File: config.mk
export PLATFORM = sky130hd
export DESIGN_NAME = sbl_arbiter
export DESIGN_NICKNAME = d
export VERILOG_FILES = /design/src/inc/sbl_pkg.sv /design/src/core/sbl_arbiter.sv
export SDC_FILE = /design/constraint.sdc
export NUM_CORES = 1
export LEC_CHECK = 0
export ABC_AREA = 0
export BUFFER_PORTS_ARGS = -buffer_cell sky130_fd_sc_hd__buf_2
export CELL_PAD_IN_SITES_DETAIL_PLACEMENT = 0
export CELL_PAD_IN_SITES_GLOBAL_PLACEMENT = 1
export CORE_MARGIN = 10
export CORE_UTILIZATION = 53
export CTS_BUF_LIST = sky130_fd_sc_hd__clkbuf_8
export DETAILED_ROUTE_END_ITERATION = 10
export GPL_TIMING_DRIVEN = 1
export PLACE_DENSITY = 0.95
export SYNTH_ARGS = -nofsm -noshare
export SYNTH_HDL_FRONTEND = slang
export SYNTH_HIERARCHICAL = 1
export SYNTH_SLANG_ARGS = --single-unit
File: constraint.sdc
create_clock -name clk_i -period 6.5 [get_ports clk_i]
set_clock_uncertainty 0.05 [all_clocks]
set_input_delay 0.65 -clock clk_i [delete_from_list [all_inputs] [get_ports clk_i]]
set_output_delay 0.65 -clock clk_i [all_outputs]
set_load 0.05 [all_outputs]
File: src/inc/sbl_pkg.sv
// Constants and types shared by the video subsystem shared buffer logic
package sbl_pkg;

  // ----------------------------------------------------------------
  // Register offsets (byte addresses, one 32-bit word each)
  // ----------------------------------------------------------------
  localparam logic [7:0] SBL_ADDR_CTRL    = 8'h00;
  localparam logic [7:0] SBL_ADDR_SPACING = 8'h04;
  localparam logic [7:0] SBL_ADDR_ERRORS  = 8'h08;
  localparam logic [7:0] SBL_ADDR_ROUTE   = 8'h0C;
  localparam logic [7:0] SBL_ADDR_STATUS  = 8'h10;

  // ----------------------------------------------------------------
  // Field layout
  // ----------------------------------------------------------------
  localparam int SBL_OVF_LSB   = 0;
  localparam int SBL_OVF_W     = 8;
  localparam int SBL_PRIO_LSB  = 16;
  localparam int SBL_PRIO_W    = 3;
  localparam int SBL_GAP_W     = 8;
  localparam int SBL_PRV_LSB   = 0;
  localparam int SBL_RSZ_LSB   = 8;
  localparam int SBL_HIST_LSB  = 16;
  localparam int SBL_FAULT_PIXEL_READ_ERROR_BIT = 0;
  localparam int SBL_DARK_BIT  = 1;
  localparam int SBL_ROUTE_W   = 7;
  localparam int SBL_PIX_W     = 10;
  localparam int SBL_YUV_W     = 16;
  localparam int SBL_NREQ      = 3;
  localparam int SBL_FIFO_D    = 16;

  // Route bit positions
  localparam int SBL_VIDEO_PORT_ENABLE_BIT  = 0;
  localparam int SBL_WEN_BIT   = 1;
  localparam int SBL_M2R_BIT   = 2;
  localparam int SBL_PSRC_BIT  = 3;
  localparam int SBL_RPORT_BIT = 4;
  localparam int SBL_MPORT_BIT = 5;
  localparam int SBL_RSEL_BIT  = 6;

  // ----------------------------------------------------------------
  // Reset values
  // ----------------------------------------------------------------
  localparam logic [SBL_PRIO_W-1:0]  SBL_PRIO_RST  = 3'h0;
  localparam logic [SBL_GAP_W-1:0]   SBL_GAP_RST   = 8'h00;
  localparam logic [SBL_OVF_W-1:0]   SBL_OVF_RST   = 8'h00;
  localparam logic [1:0]             SBL_ERR_RST   = 2'h0;
  localparam logic [SBL_ROUTE_W-1:0] SBL_ROUTE_RST = 7'h00;

  // Requester index
  localparam int SBL_REQ_PRV  = 0;
  localparam int SBL_REQ_RSZ  = 1;
  localparam int SBL_REQ_HIST = 2;

  typedef enum logic [1:0] {SBL_IDLE, SBL_WAIT_ACK} sbl_arb_state_t;

endpackage : sbl_pkg

File: src/core/sbl_arbiter.sv
// Shared buffer logic: DMA read arbiter, error flags, capture pixel FIFO, routing
//
// Functional notes
// - Reset returns all registers to defaults
// - Priority field drives memory interface priority
// - Three per-module read request spacing fields
// - Always active, no enable control (the video port here is gated by route bit 0)
// - Eight sticky write buffer overflow flags
// - Fault pixel read failure sets flag
// - Dark/shading read failure sets flag
// - Registers writable anytime, take effect immediately
// - Raw 10-bit pixels fan out simultaneously
// - Preview YUV 4:2:2 output routed onward
//
// Design decisions made here: the register addresses and the strobed register port.
`timescale 1ns/1ps

// ------------------------------------------------------------------
// Synchronous FIFO
// ------------------------------------------------------------------
module sbl_fifo #(
  parameter int WIDTH = 10,
  parameter int DEPTH = 16
) (
  input  wire logic             clk_i,
  input  wire logic             srst_i,
  input  wire logic [WIDTH-1:0] in_data_i,
  input  wire logic             in_valid_i,
  output logic                  in_ready_o,
  output logic      [WIDTH-1:0] out_data_o,
  output logic                  out_valid_o,
  input  wire logic             out_ready_i
);
  localparam int AW = $clog2(DEPTH);

  logic [WIDTH-1:0] mem_reg [DEPTH];
  logic [AW-1:0]    wptr_reg;
  logic [AW-1:0]    rptr_reg;
  logic [AW:0]      count_reg;
  logic             push;
  logic             pop;

  assign in_ready_o  = (count_reg != (AW+1)'(DEPTH));
  assign out_valid_o = (count_reg != '0);
  assign out_data_o  = mem_reg[rptr_reg];
  assign push        = in_valid_i && in_ready_o;
  assign pop         = out_valid_o && out_ready_i;

  always_ff @(posedge clk_i) begin
    if (push) begin
      mem_reg[wptr_reg] <= in_data_i;
    end
  end

  always_ff @(posedge clk_i) begin
    if (srst_i) begin
      wptr_reg  <= '0;
      rptr_reg  <= '0;
      count_reg <= '0;
    end else begin
      if (push) begin
        wptr_reg <= wptr_reg + 1'b1;
      end
      if (pop) begin
        rptr_reg <= rptr_reg + 1'b1;
      end
      count_reg <= count_reg + (AW+1)'(push) - (AW+1)'(pop);
    end
  end

endmodule : sbl_fifo

// ------------------------------------------------------------------
// Top
// ------------------------------------------------------------------
module sbl_arbiter (
  input  wire logic                          clk_i,
  input  wire logic                          srst_i,
  // Register port
  input  wire logic [7:0]                    addr_i,
  input  wire logic [31:0]                   wdata_i,
  input  wire logic                          wr_i,
  input  wire logic                          rd_i,
  output logic      [31:0]                   rdata_o,
  // DMA read requests from preview, resizer, histogram
  input  wire logic [sbl_pkg::SBL_NREQ-1:0]  rd_req_i,
  output logic      [sbl_pkg::SBL_NREQ-1:0]  rd_grant_o,
  output logic                               dma_req_o,
  output logic      [1:0]                    dma_src_o,
  input  wire logic                          dma_ack_i,
  output logic      [sbl_pkg::SBL_PRIO_W-1:0] mem_priority_o,
  // Error events
  input  wire logic [sbl_pkg::SBL_OVF_W-1:0] wbuf_ovf_i,
  input  wire logic                          fpc_active_i,
  input  wire logic                          fpc_read_fail_i,
  input  wire logic                          dark_active_i,
  input  wire logic                          dark_read_fail_i,
  // Capture raw pixel stream
  input  wire logic [sbl_pkg::SBL_PIX_W-1:0] cap_pix_i,
  input  wire logic                          cap_valid_i,
  output logic                               cap_ready_o,
  output logic      [sbl_pkg::SBL_PIX_W-1:0] vp_pix_o,
  output logic                               vp_valid_o,
  input  wire logic                          prv_ready_i,
  input  wire logic                          stats_ready_i,
  input  wire logic                          hist_ready_i,
  // Preview YUV stream to resizer
  input  wire logic [sbl_pkg::SBL_YUV_W-1:0] prv_yuv_i,
  input  wire logic                          prv_yuv_valid_i,
  output logic      [sbl_pkg::SBL_YUV_W-1:0] rsz_yuv_o,
  output logic                               rsz_yuv_valid_o
);

  // ----------------------------------------------------------------
  // Registers
  // ----------------------------------------------------------------
  logic [sbl_pkg::SBL_PRIO_W-1:0]  prio_reg;
  logic [sbl_pkg::SBL_GAP_W-1:0]   gap_cfg_reg [sbl_pkg::SBL_NREQ];
  logic [sbl_pkg::SBL_OVF_W-1:0]   ovf_reg;
  logic                            fault_pixel_read_error_reg;
  logic                            dark_reg;
  logic [sbl_pkg::SBL_ROUTE_W-1:0] route_reg;
  logic [31:0]                     rdata_next;

  logic [sbl_pkg::SBL_GAP_W-1:0]   gap_cnt_reg [sbl_pkg::SBL_NREQ];
  sbl_pkg::sbl_arb_state_t         state_reg;
  logic [1:0]                      sel_reg;
  logic [sbl_pkg::SBL_NREQ-1:0]    eligible;
  logic                            cap_ovf_ev;

  logic                            fifo_in_ready;
  logic [sbl_pkg::SBL_PIX_W-1:0]   fifo_pix;
  logic                            fifo_valid;
  logic                            fan_ready;
  logic                            vp_load;

  function automatic logic wr_hit(input logic [7:0] a, input logic [7:0] off);
    wr_hit = (a == off);
  endfunction : wr_hit

  function automatic logic [sbl_pkg::SBL_GAP_W-1:0] gap_field(
    input logic [31:0] d, input int lsb);
    gap_field = d[lsb +: sbl_pkg::SBL_GAP_W];
  endfunction : gap_field

  wire wr_ctrl  = wr_i && wr_hit(addr_i, sbl_pkg::SBL_ADDR_CTRL);
  wire wr_space = wr_i && wr_hit(addr_i, sbl_pkg::SBL_ADDR_SPACING);
  wire wr_err   = wr_i && wr_hit(addr_i, sbl_pkg::SBL_ADDR_ERRORS);
  wire wr_route = wr_i && wr_hit(addr_i, sbl_pkg::SBL_ADDR_ROUTE);

  // ----------------------------------------------------------------
  // Configuration, no module enable bit: logic always runs, except the video port gated by route bit 0
  // ----------------------------------------------------------------
  always_ff @(posedge clk_i) begin
    if (srst_i) begin
      prio_reg <= sbl_pkg::SBL_PRIO_RST;
    end else if (wr_ctrl) begin
      prio_reg <= wdata_i[sbl_pkg::SBL_PRIO_LSB +: sbl_pkg::SBL_PRIO_W];
    end
  end

  always_ff @(posedge clk_i) begin
    if (srst_i) begin
      gap_cfg_reg[sbl_pkg::SBL_REQ_PRV]  <= sbl_pkg::SBL_GAP_RST;
      gap_cfg_reg[sbl_pkg::SBL_REQ_RSZ]  <= sbl_pkg::SBL_GAP_RST;
      gap_cfg_reg[sbl_pkg::SBL_REQ_HIST] <= sbl_pkg::SBL_GAP_RST;
    end else if (wr_space) begin
      gap_cfg_reg[sbl_pkg::SBL_REQ_PRV]  <= gap_field(wdata_i, sbl_pkg::SBL_PRV_LSB);
      gap_cfg_reg[sbl_pkg::SBL_REQ_RSZ]  <= gap_field(wdata_i, sbl_pkg::SBL_RSZ_LSB);
      gap_cfg_reg[sbl_pkg::SBL_REQ_HIST] <= gap_field(wdata_i, sbl_pkg::SBL_HIST_LSB);
    end
  end

  always_ff @(posedge clk_i) begin
    if (srst_i) begin
      route_reg <= sbl_pkg::SBL_ROUTE_RST;
    end else if (wr_route) begin
      route_reg <= wdata_i[sbl_pkg::SBL_ROUTE_W-1:0];
    end
  end

  // ----------------------------------------------------------------
  // Sticky error flags, write one to clear, set wins
  // ----------------------------------------------------------------
  assign cap_ovf_ev = cap_valid_i && !fifo_in_ready;

  always_ff @(posedge clk_i) begin
    if (srst_i) begin
      ovf_reg <= sbl_pkg::SBL_OVF_RST;
    end else begin
      ovf_reg <= (ovf_reg & ~({sbl_pkg::SBL_OVF_W{wr_ctrl}}
                 & wdata_i[sbl_pkg::SBL_OVF_LSB +: sbl_pkg::SBL_OVF_W]))
                 | wbuf_ovf_i
                 | {{(sbl_pkg::SBL_OVF_W-1){1'b0}}, cap_ovf_ev};
    end
  end

  always_ff @(posedge clk_i) begin
    if (srst_i) begin
      fault_pixel_read_error_reg <= sbl_pkg::SBL_ERR_RST[0];
      dark_reg  <= sbl_pkg::SBL_ERR_RST[1];
    end else begin
      fault_pixel_read_error_reg <= (fault_pixel_read_error_reg && !(wr_err && wdata_i[sbl_pkg::SBL_FAULT_PIXEL_READ_ERROR_BIT]))
                   || (fpc_active_i && fpc_read_fail_i);
      dark_reg  <= (dark_reg && !(wr_err && wdata_i[sbl_pkg::SBL_DARK_BIT]))
                   || (dark_active_i && dark_read_fail_i);
    end
  end

  // ----------------------------------------------------------------
  // Read port, data one cycle after the strobe
  // ----------------------------------------------------------------
  always_comb begin
    rdata_next = 32'h0000_0000;
    if (rd_i) begin
      case (addr_i)
        sbl_pkg::SBL_ADDR_CTRL: begin
          rdata_next[sbl_pkg::SBL_OVF_LSB +: sbl_pkg::SBL_OVF_W]   = ovf_reg;
          rdata_next[sbl_pkg::SBL_PRIO_LSB +: sbl_pkg::SBL_PRIO_W] = prio_reg;
        end
        sbl_pkg::SBL_ADDR_SPACING: begin
          rdata_next[sbl_pkg::SBL_PRV_LSB +: sbl_pkg::SBL_GAP_W] =
            gap_cfg_reg[sbl_pkg::SBL_REQ_PRV];
          rdata_next[sbl_pkg::SBL_RSZ_LSB +: sbl_pkg::SBL_GAP_W] =
            gap_cfg_reg[sbl_pkg::SBL_REQ_RSZ];
          rdata_next[sbl_pkg::SBL_HIST_LSB +: sbl_pkg::SBL_GAP_W] =
            gap_cfg_reg[sbl_pkg::SBL_REQ_HIST];
        end
        sbl_pkg::SBL_ADDR_ERRORS: begin
          rdata_next[sbl_pkg::SBL_FAULT_PIXEL_READ_ERROR_BIT] = fault_pixel_read_error_reg;
          rdata_next[sbl_pkg::SBL_DARK_BIT]  = dark_reg;
        end
        sbl_pkg::SBL_ADDR_ROUTE: begin
          rdata_next[sbl_pkg::SBL_ROUTE_W-1:0] = route_reg;
        end
        sbl_pkg::SBL_ADDR_STATUS: begin
          rdata_next[2:0] = eligible;
          rdata_next[3]   = (state_reg == sbl_pkg::SBL_WAIT_ACK);
          rdata_next[4]   = fifo_valid;
        end
        default: begin
          rdata_next = 32'h0000_0000;
        end
      endcase
    end
  end

  always_ff @(posedge clk_i) begin
    if (srst_i) begin
      rdata_o <= 32'h0000_0000;
    end else begin
      rdata_o <= rdata_next;
    end
  end

  always_ff @(posedge clk_i) begin
    if (srst_i) begin
      mem_priority_o <= sbl_pkg::SBL_PRIO_RST;
    end else begin
      mem_priority_o <= prio_reg;
    end
  end

  // ----------------------------------------------------------------
  // Read request arbiter with per-module spacing
  // ----------------------------------------------------------------
  // Fixed order preview > resizer > histogram; spacing keeps any one
  // module from starving the others when its gap is programmed.
  always_comb begin
    for (int i = 0; i < sbl_pkg::SBL_NREQ; i++) begin
      eligible[i] = rd_req_i[i] && (gap_cnt_reg[i] == '0);
    end
  end

  always_ff @(posedge clk_i) begin
    if (srst_i) begin
      state_reg  <= sbl_pkg::SBL_IDLE;
      sel_reg    <= 2'h0;
      dma_req_o  <= 1'b0;
      dma_src_o  <= 2'h0;
      rd_grant_o <= '0;
    end else begin
      rd_grant_o <= '0;
      case (state_reg)
        sbl_pkg::SBL_IDLE: begin
          if (eligible != '0) begin
            sel_reg   <= eligible[0] ? 2'h0 : (eligible[1] ? 2'h1 : 2'h2);
            dma_src_o <= eligible[0] ? 2'h0 : (eligible[1] ? 2'h1 : 2'h2);
            dma_req_o <= 1'b1;
            state_reg <= sbl_pkg::SBL_WAIT_ACK;
          end
        end
        sbl_pkg::SBL_WAIT_ACK: begin
          if (dma_ack_i) begin
            dma_req_o           <= 1'b0;
            rd_grant_o[sel_reg] <= 1'b1;
            state_reg           <= sbl_pkg::SBL_IDLE;
          end
        end
        default: begin
          state_reg <= sbl_pkg::SBL_IDLE;
          dma_req_o <= 1'b0;
        end
      endcase
    end
  end

  // Gap counters load on acceptance, then count down once per clock cycle
  always_ff @(posedge clk_i) begin
    if (srst_i) begin
      for (int i = 0; i < sbl_pkg::SBL_NREQ; i++) begin
        gap_cnt_reg[i] <= '0;
      end
    end else begin
      for (int i = 0; i < sbl_pkg::SBL_NREQ; i++) begin
        if (state_reg == sbl_pkg::SBL_WAIT_ACK && dma_ack_i && sel_reg == 2'(i)) begin
          gap_cnt_reg[i] <= gap_cfg_reg[i];
        end else if (gap_cnt_reg[i] != '0) begin
          gap_cnt_reg[i] <= gap_cnt_reg[i] - 1'b1;
        end
      end
    end
  end

  // ----------------------------------------------------------------
  // Capture video port: FIFO then simultaneous fan-out
  // ----------------------------------------------------------------
  sbl_fifo #(
    .WIDTH (sbl_pkg::SBL_PIX_W),
    .DEPTH (sbl_pkg::SBL_FIFO_D)
  ) u_fifo (
    .clk_i       (clk_i),
    .srst_i      (srst_i),
    .in_data_i   (cap_pix_i),
    .in_valid_i  (cap_valid_i),
    .in_ready_o  (fifo_in_ready),
    .out_data_o  (fifo_pix),
    .out_valid_o (fifo_valid),
    .out_ready_i (vp_load)
  );

  // A beat leaves only when all three consumers take it together
  assign fan_ready = prv_ready_i && stats_ready_i && hist_ready_i;
  assign vp_load   = route_reg[sbl_pkg::SBL_VIDEO_PORT_ENABLE_BIT] && (!vp_valid_o || fan_ready);

  always_ff @(posedge clk_i) begin
    if (srst_i) begin
      cap_ready_o <= 1'b0;
    end else begin
      cap_ready_o <= fifo_in_ready;
    end
  end

  always_ff @(posedge clk_i) begin
    if (srst_i) begin
      vp_pix_o   <= '0;
      vp_valid_o <= 1'b0;
    end else if (vp_load) begin
      vp_pix_o   <= fifo_pix;
      vp_valid_o <= fifo_valid;
    end else if (fan_ready || !route_reg[sbl_pkg::SBL_VIDEO_PORT_ENABLE_BIT]) begin
      vp_valid_o <= 1'b0;
    end
  end

  // Preview YUV to resizer only on the direct on-the-fly path
  wire rsz_path = route_reg[sbl_pkg::SBL_RPORT_BIT] && !route_reg[sbl_pkg::SBL_RSEL_BIT];

  always_ff @(posedge clk_i) begin
    if (srst_i) begin
      rsz_yuv_o       <= '0;
      rsz_yuv_valid_o <= 1'b0;
    end else begin
      rsz_yuv_o       <= prv_yuv_i;
      rsz_yuv_valid_o <= prv_yuv_valid_i && rsz_path;
    end
  end

  // ----------------------------------------------------------------
  // Checks
  // ----------------------------------------------------------------
  a_prio_follow: assert property (@(posedge clk_i) disable iff (srst_i)
    wr_ctrl |=> ##1 mem_priority_o ==
      $past(wdata_i[sbl_pkg::SBL_PRIO_LSB +: sbl_pkg::SBL_PRIO_W], 2))
    else $error("priority output did not follow write");

  a_gap_spacing: assert property (@(posedge clk_i) disable iff (srst_i)
    (state_reg == sbl_pkg::SBL_IDLE && gap_cnt_reg[sbl_pkg::SBL_REQ_PRV] != '0)
    |=> !(state_reg == sbl_pkg::SBL_WAIT_ACK && sel_reg == 2'h0))
    else $error("preview granted inside its gap");

  a_ovf_sticky: assert property (@(posedge clk_i) disable iff (srst_i)
    (ovf_reg[1] && !wr_ctrl) |=> ovf_reg[1])
    else $error("overflow flag dropped without clear");

  a_ovf_set: assert property (@(posedge clk_i) disable iff (srst_i)
    wbuf_ovf_i[7] |=> ovf_reg[7])
    else $error("overflow event not recorded");

  a_fault_pixel_read_error_set: assert property (@(posedge clk_i) disable iff (srst_i)
    (fpc_active_i && fpc_read_fail_i) |=> fault_pixel_read_error_reg)
    else $error("fault pixel read error not set");

  a_dark_gate: assert property (@(posedge clk_i) disable iff (srst_i)
    (!dark_reg && !dark_active_i) |=> !dark_reg)
    else $error("dark flag set while inactive");

  a_rdata_late: assert property (@(posedge clk_i) disable iff (srst_i)
    (rd_i && addr_i == sbl_pkg::SBL_ADDR_ERRORS) |=> rdata_o[0] == $past(fault_pixel_read_error_reg))
    else $error("read data wrong in cycle after strobe");

  a_reset_vals: assert property (@(posedge clk_i)
    srst_i |=> (ovf_reg == '0 && prio_reg == '0 && !dark_reg && !fault_pixel_read_error_reg))
    else $error("register not at reset value");

  a_grant_ack: assert property (@(posedge clk_i) disable iff (srst_i)
    (state_reg == sbl_pkg::SBL_WAIT_ACK && dma_ack_i) |=> (rd_grant_o != '0 && !dma_req_o))
    else $error("acknowledged request not granted");

  a_rsz_route: assert property (@(posedge clk_i) disable iff (srst_i)
    rsz_yuv_valid_o |-> $past(route_reg[sbl_pkg::SBL_RPORT_BIT]))
    else $error("resizer fed while port disabled");

endmodule : sbl_arbiter

==> impl_metrics.json <==
{
  "run_status": "completed",
  "place_area_um2": 13400,
  "final_nets": 1111,
  "cts_resized": 0,
  "synth-warning-count": 6,
  "synth.area.top_cells": "edfxtp_1, dfxtp_1, mux4_2",
  "swShare": 0.265,
  "antenna_found_initial": 3,
  "finalWeightedCongestion": 0.814,
  "synthesis.area_um2": 12400,
  "critPathArrivalTime_ns": 3.39,
  "grt_pass1_vias": 7653,
  "path_buf_inv": 3,
  "grt_max_degree": 44,
  "crit_cells": 12,
  "r2r_end": "u_fifo/count_reg[4]$_SDFF_PP0_",
  "critPathRequiredTime_ns": 6.87,
  "peakVddDrop_mv": 0.194,
  "initial_core_util": 0.543,
  "viasPerCell": 5.46,
  "hold_ws_ns": 0.255,
  "largest_reg_flops": 160,
  "critPathLaunch": "route_reg[0]$_SDFFE_PP0P_",
  "start_kind": "flip-flop",
  "h-tree-depth": 2,
  "die_w_um": 173,
  "critPathCapture": "u_fifo/count_reg[4]$_SDFF_PP0_",
  "post_drt_wl_per_cell_um": 19.3,
  "crit_family": "compound AO/OA/AOI/OAI gates",
  "fin_setup_tns_ns": 0,
  "core_area_um2": 22800,
  "utilization": 0.625,
  "dp_hpwl_mm": 18.0,
  "rows": 55,
  "critPathMaxFanout": 14,
  "first_pass_iters": 7,
  "async_reset_ff_frac": 0,
  "internal-power_uw": 3210,
  "fill_cells": 1710,
  "p_sw_uw": 1160,
  "cts_tree": "yes",
  "critPathCaptureType": "flip-flop",
  "worst_pin_slew_ns": 1.13,
  "layout.cells.non_filler": 1359,
  "critPathMaxStageDelay_ns": 0.84,
  "grt_overflow": 0,
  "ys_top_cells_by_count": "edfxtp_1, dfxtp_1, nor2_1",
  "dp.cells": 1268,
  "clk_latency_ns": 0.55,
  "grt_setup_unrepaired": "no",
  "cts_buffer_depth": 3,
  "seqPwrFrac": 0.530,
  "setup_violations": 0,
  "path_cells": "a21boi_2 -> nand2_2 -> inv_1 -> ha_1 -> inv_1 -> ha_1 -> inv_1 -> fa_1 -> nor2b_1 -> o21bai_1 -> a21oi_1 -> nor3b_1",
  "netlist_instances": 841,
  "portBuffers": 144,
  "fin_crit_ns": 3.02,
  "postCtsHoldBufs": 0,
  "cts-root-buf": "clkbuf_8",
  "cpMostUsedCell": "inv_1",
  "synth-seq-area-share": 0.665,
  "clkTransAtPathRegs_ns": 0.06,
  "cap_viol_max_count": 0,
  "grt_usage": 0.172,
  "design.die.area_um2": 29800,
  "ant_nets": 0,
  "r2r_cells": 12,
  "yosysMostFrequentCell": "edfxtp_1",
  "grt_pass1_wl_mm": 41.5,
  "timing.fmax_mhz": 331,
  "hp-class": "input port to flip-flop",
  "final.period_utilization": 0.465,
  "yosysUniqueCellTypes": 62,
  "num_vias": 7426,
  "p_per_area_nw_per_um2": 307,
  "hold_violations": 0,
  "slew_violations": 0,
  "synth_top_area_share": 0.505,
  "yosysTopAreaCell": "edfxtp_1",
  "cts_buffers": 48,
  "pwr-share-clk": 0.332,
  "wl_mm": 26.2,
  "cp_slowest_cell": "a21boi_2",
  "avgSynthCellArea_um2": 14.7,
  "synth_seq_cells": 307,
  "r2r_setup_slack_ns": 3.48,
  "synth_ff_type": "edfxtp_1",
  "slew_headroom": 0.245,
  "p_leak_uw": 0.00530,
  "cts_sinks": 307,
  "drive_gt1_frac": 0.256,
  "ios": 161,
  "design_area_um2": 14200,
  "regToRegStartpoint": "route_reg[0]$_SDFFE_PP0P_",
  "comb_power_share": 0.138,
  "die_h_um": 173,
  "remaining_drc_errors": 0,
  "drtIter0Drc": 573,
  "syn_to_final_growth_pct": 15.1,
  "synth-edff-count": 208,
  "path_class": "flip-flop to flip-flop",
  "cts_setup_buffers": 0
}
## layer usage
metal,up-vias,global-route usage,part of all wire
li1,3479,-,-
met1,3641,0.208,0.41
met2,266,0.290,0.50
met3,38,0.0508,0.076
met4,2,0.0528,0.020
met5,-,0,0.00034
## cell usage in the layout, fill, tap and decap left out, drive strengths merged, types with 16 or more instances in the layout
cell,instances
clkinv,16
mux2i,28
nand2,38
dfxtp,99
nor2b,28
buf,155
inv,46
nor2,72
and2,49
a22oi,22
clkbuf,49
edfxtp,208
mux4,42
## metrics by stage
step                      setup WS [ns]  power (uW)
after floorplan                    2.43        2770
after global placement             3.01        2920
after detailed placement           2.93        2950
after CTS                          3.46        4410
after global routing               3.21        4590
final                              3.48        4370
## cells by family (layout without fill, tap and decap cells)
logic type / after synthesis / count (layout) / share of synthesized area
adders and majority gates: 15 / 15 / 0.0158
and+or+nand+nor: 256 / 256 / 0.113
xor gates and xnor gates: 19 / 19 / 0.0135
DFF: 307 / 307 / 0.665
muxes: 77 / 77 / 0.109
AOI/OAI and AO/OA: 94 / 94 / 0.0541
buffers and inverters: 72 / 268 / 0.0291
other: 1 / 10 / 0.000303
## area by class of cell
cell class                      count  area, um^2  area share
Antenna cell                        2        5.00    0.000352
Inverter                           24        90.1     0.00633
Tap cell                          313         392      0.0275
Multi-Input combinational cell    469        3840       0.270
Timing Repair Buffer              155         803      0.0564
Clock inverter                     40         199      0.0140
Clock buffer                       49         674      0.0474
Sequential cell                   307        8230       0.578
## how the worst min path moves through the flow
stage	from	end	slack [ns]	cells after the start
after floorplan	route_reg[6]$_SDFFE_PP0P_	rsz_yuv_valid_o$_SDFF_PP0_	0.36	1
after global placement	route_reg[6]$_SDFFE_PP0P_	rsz_yuv_valid_o$_SDFF_PP0_	0.39	1
after detailed placement	route_reg[6]$_SDFFE_PP0P_	rsz_yuv_valid_o$_SDFF_PP0_	0.40	1
after CTS	prv_yuv_i[12]	rsz_yuv_o[12]$_SDFF_PP0_	0.21	2
after global routing	prv_yuv_i[9]	rsz_yuv_o[9]$_SDFF_PP0_	0.22	2
final	wbuf_ovf_i[6]	ovf_reg[6]$_SDFF_PP0_	0.25	2
## power groups by stage
| stage | combinational (uW) | sequential [uW] | clock, uW |
|---|---|---|---|
| after floorplan | 400 | 2370 | 0 |
| after global placement | 579 | 2350 | 0 |
| after detailed placement | 599 | 2360 | 0 |
| after CTS | 605 | 2310 | 1490 |
| after global routing | 664 | 2330 | 1590 |
| final | 602 | 2320 | 1450 |
## worst register-to-register path: cells and delay by family (launching register included)
kind,cells,cell delay [ns]
AO/OA/AOI/OAI,3,1.12
adder cells (fa/ha/maj),3,0.77
AND/OR/NAND/NOR,3,0.37
flip-flops,1,0.37
buffers and inverters,3,0.22
Power figures use the tool's default switching activity.
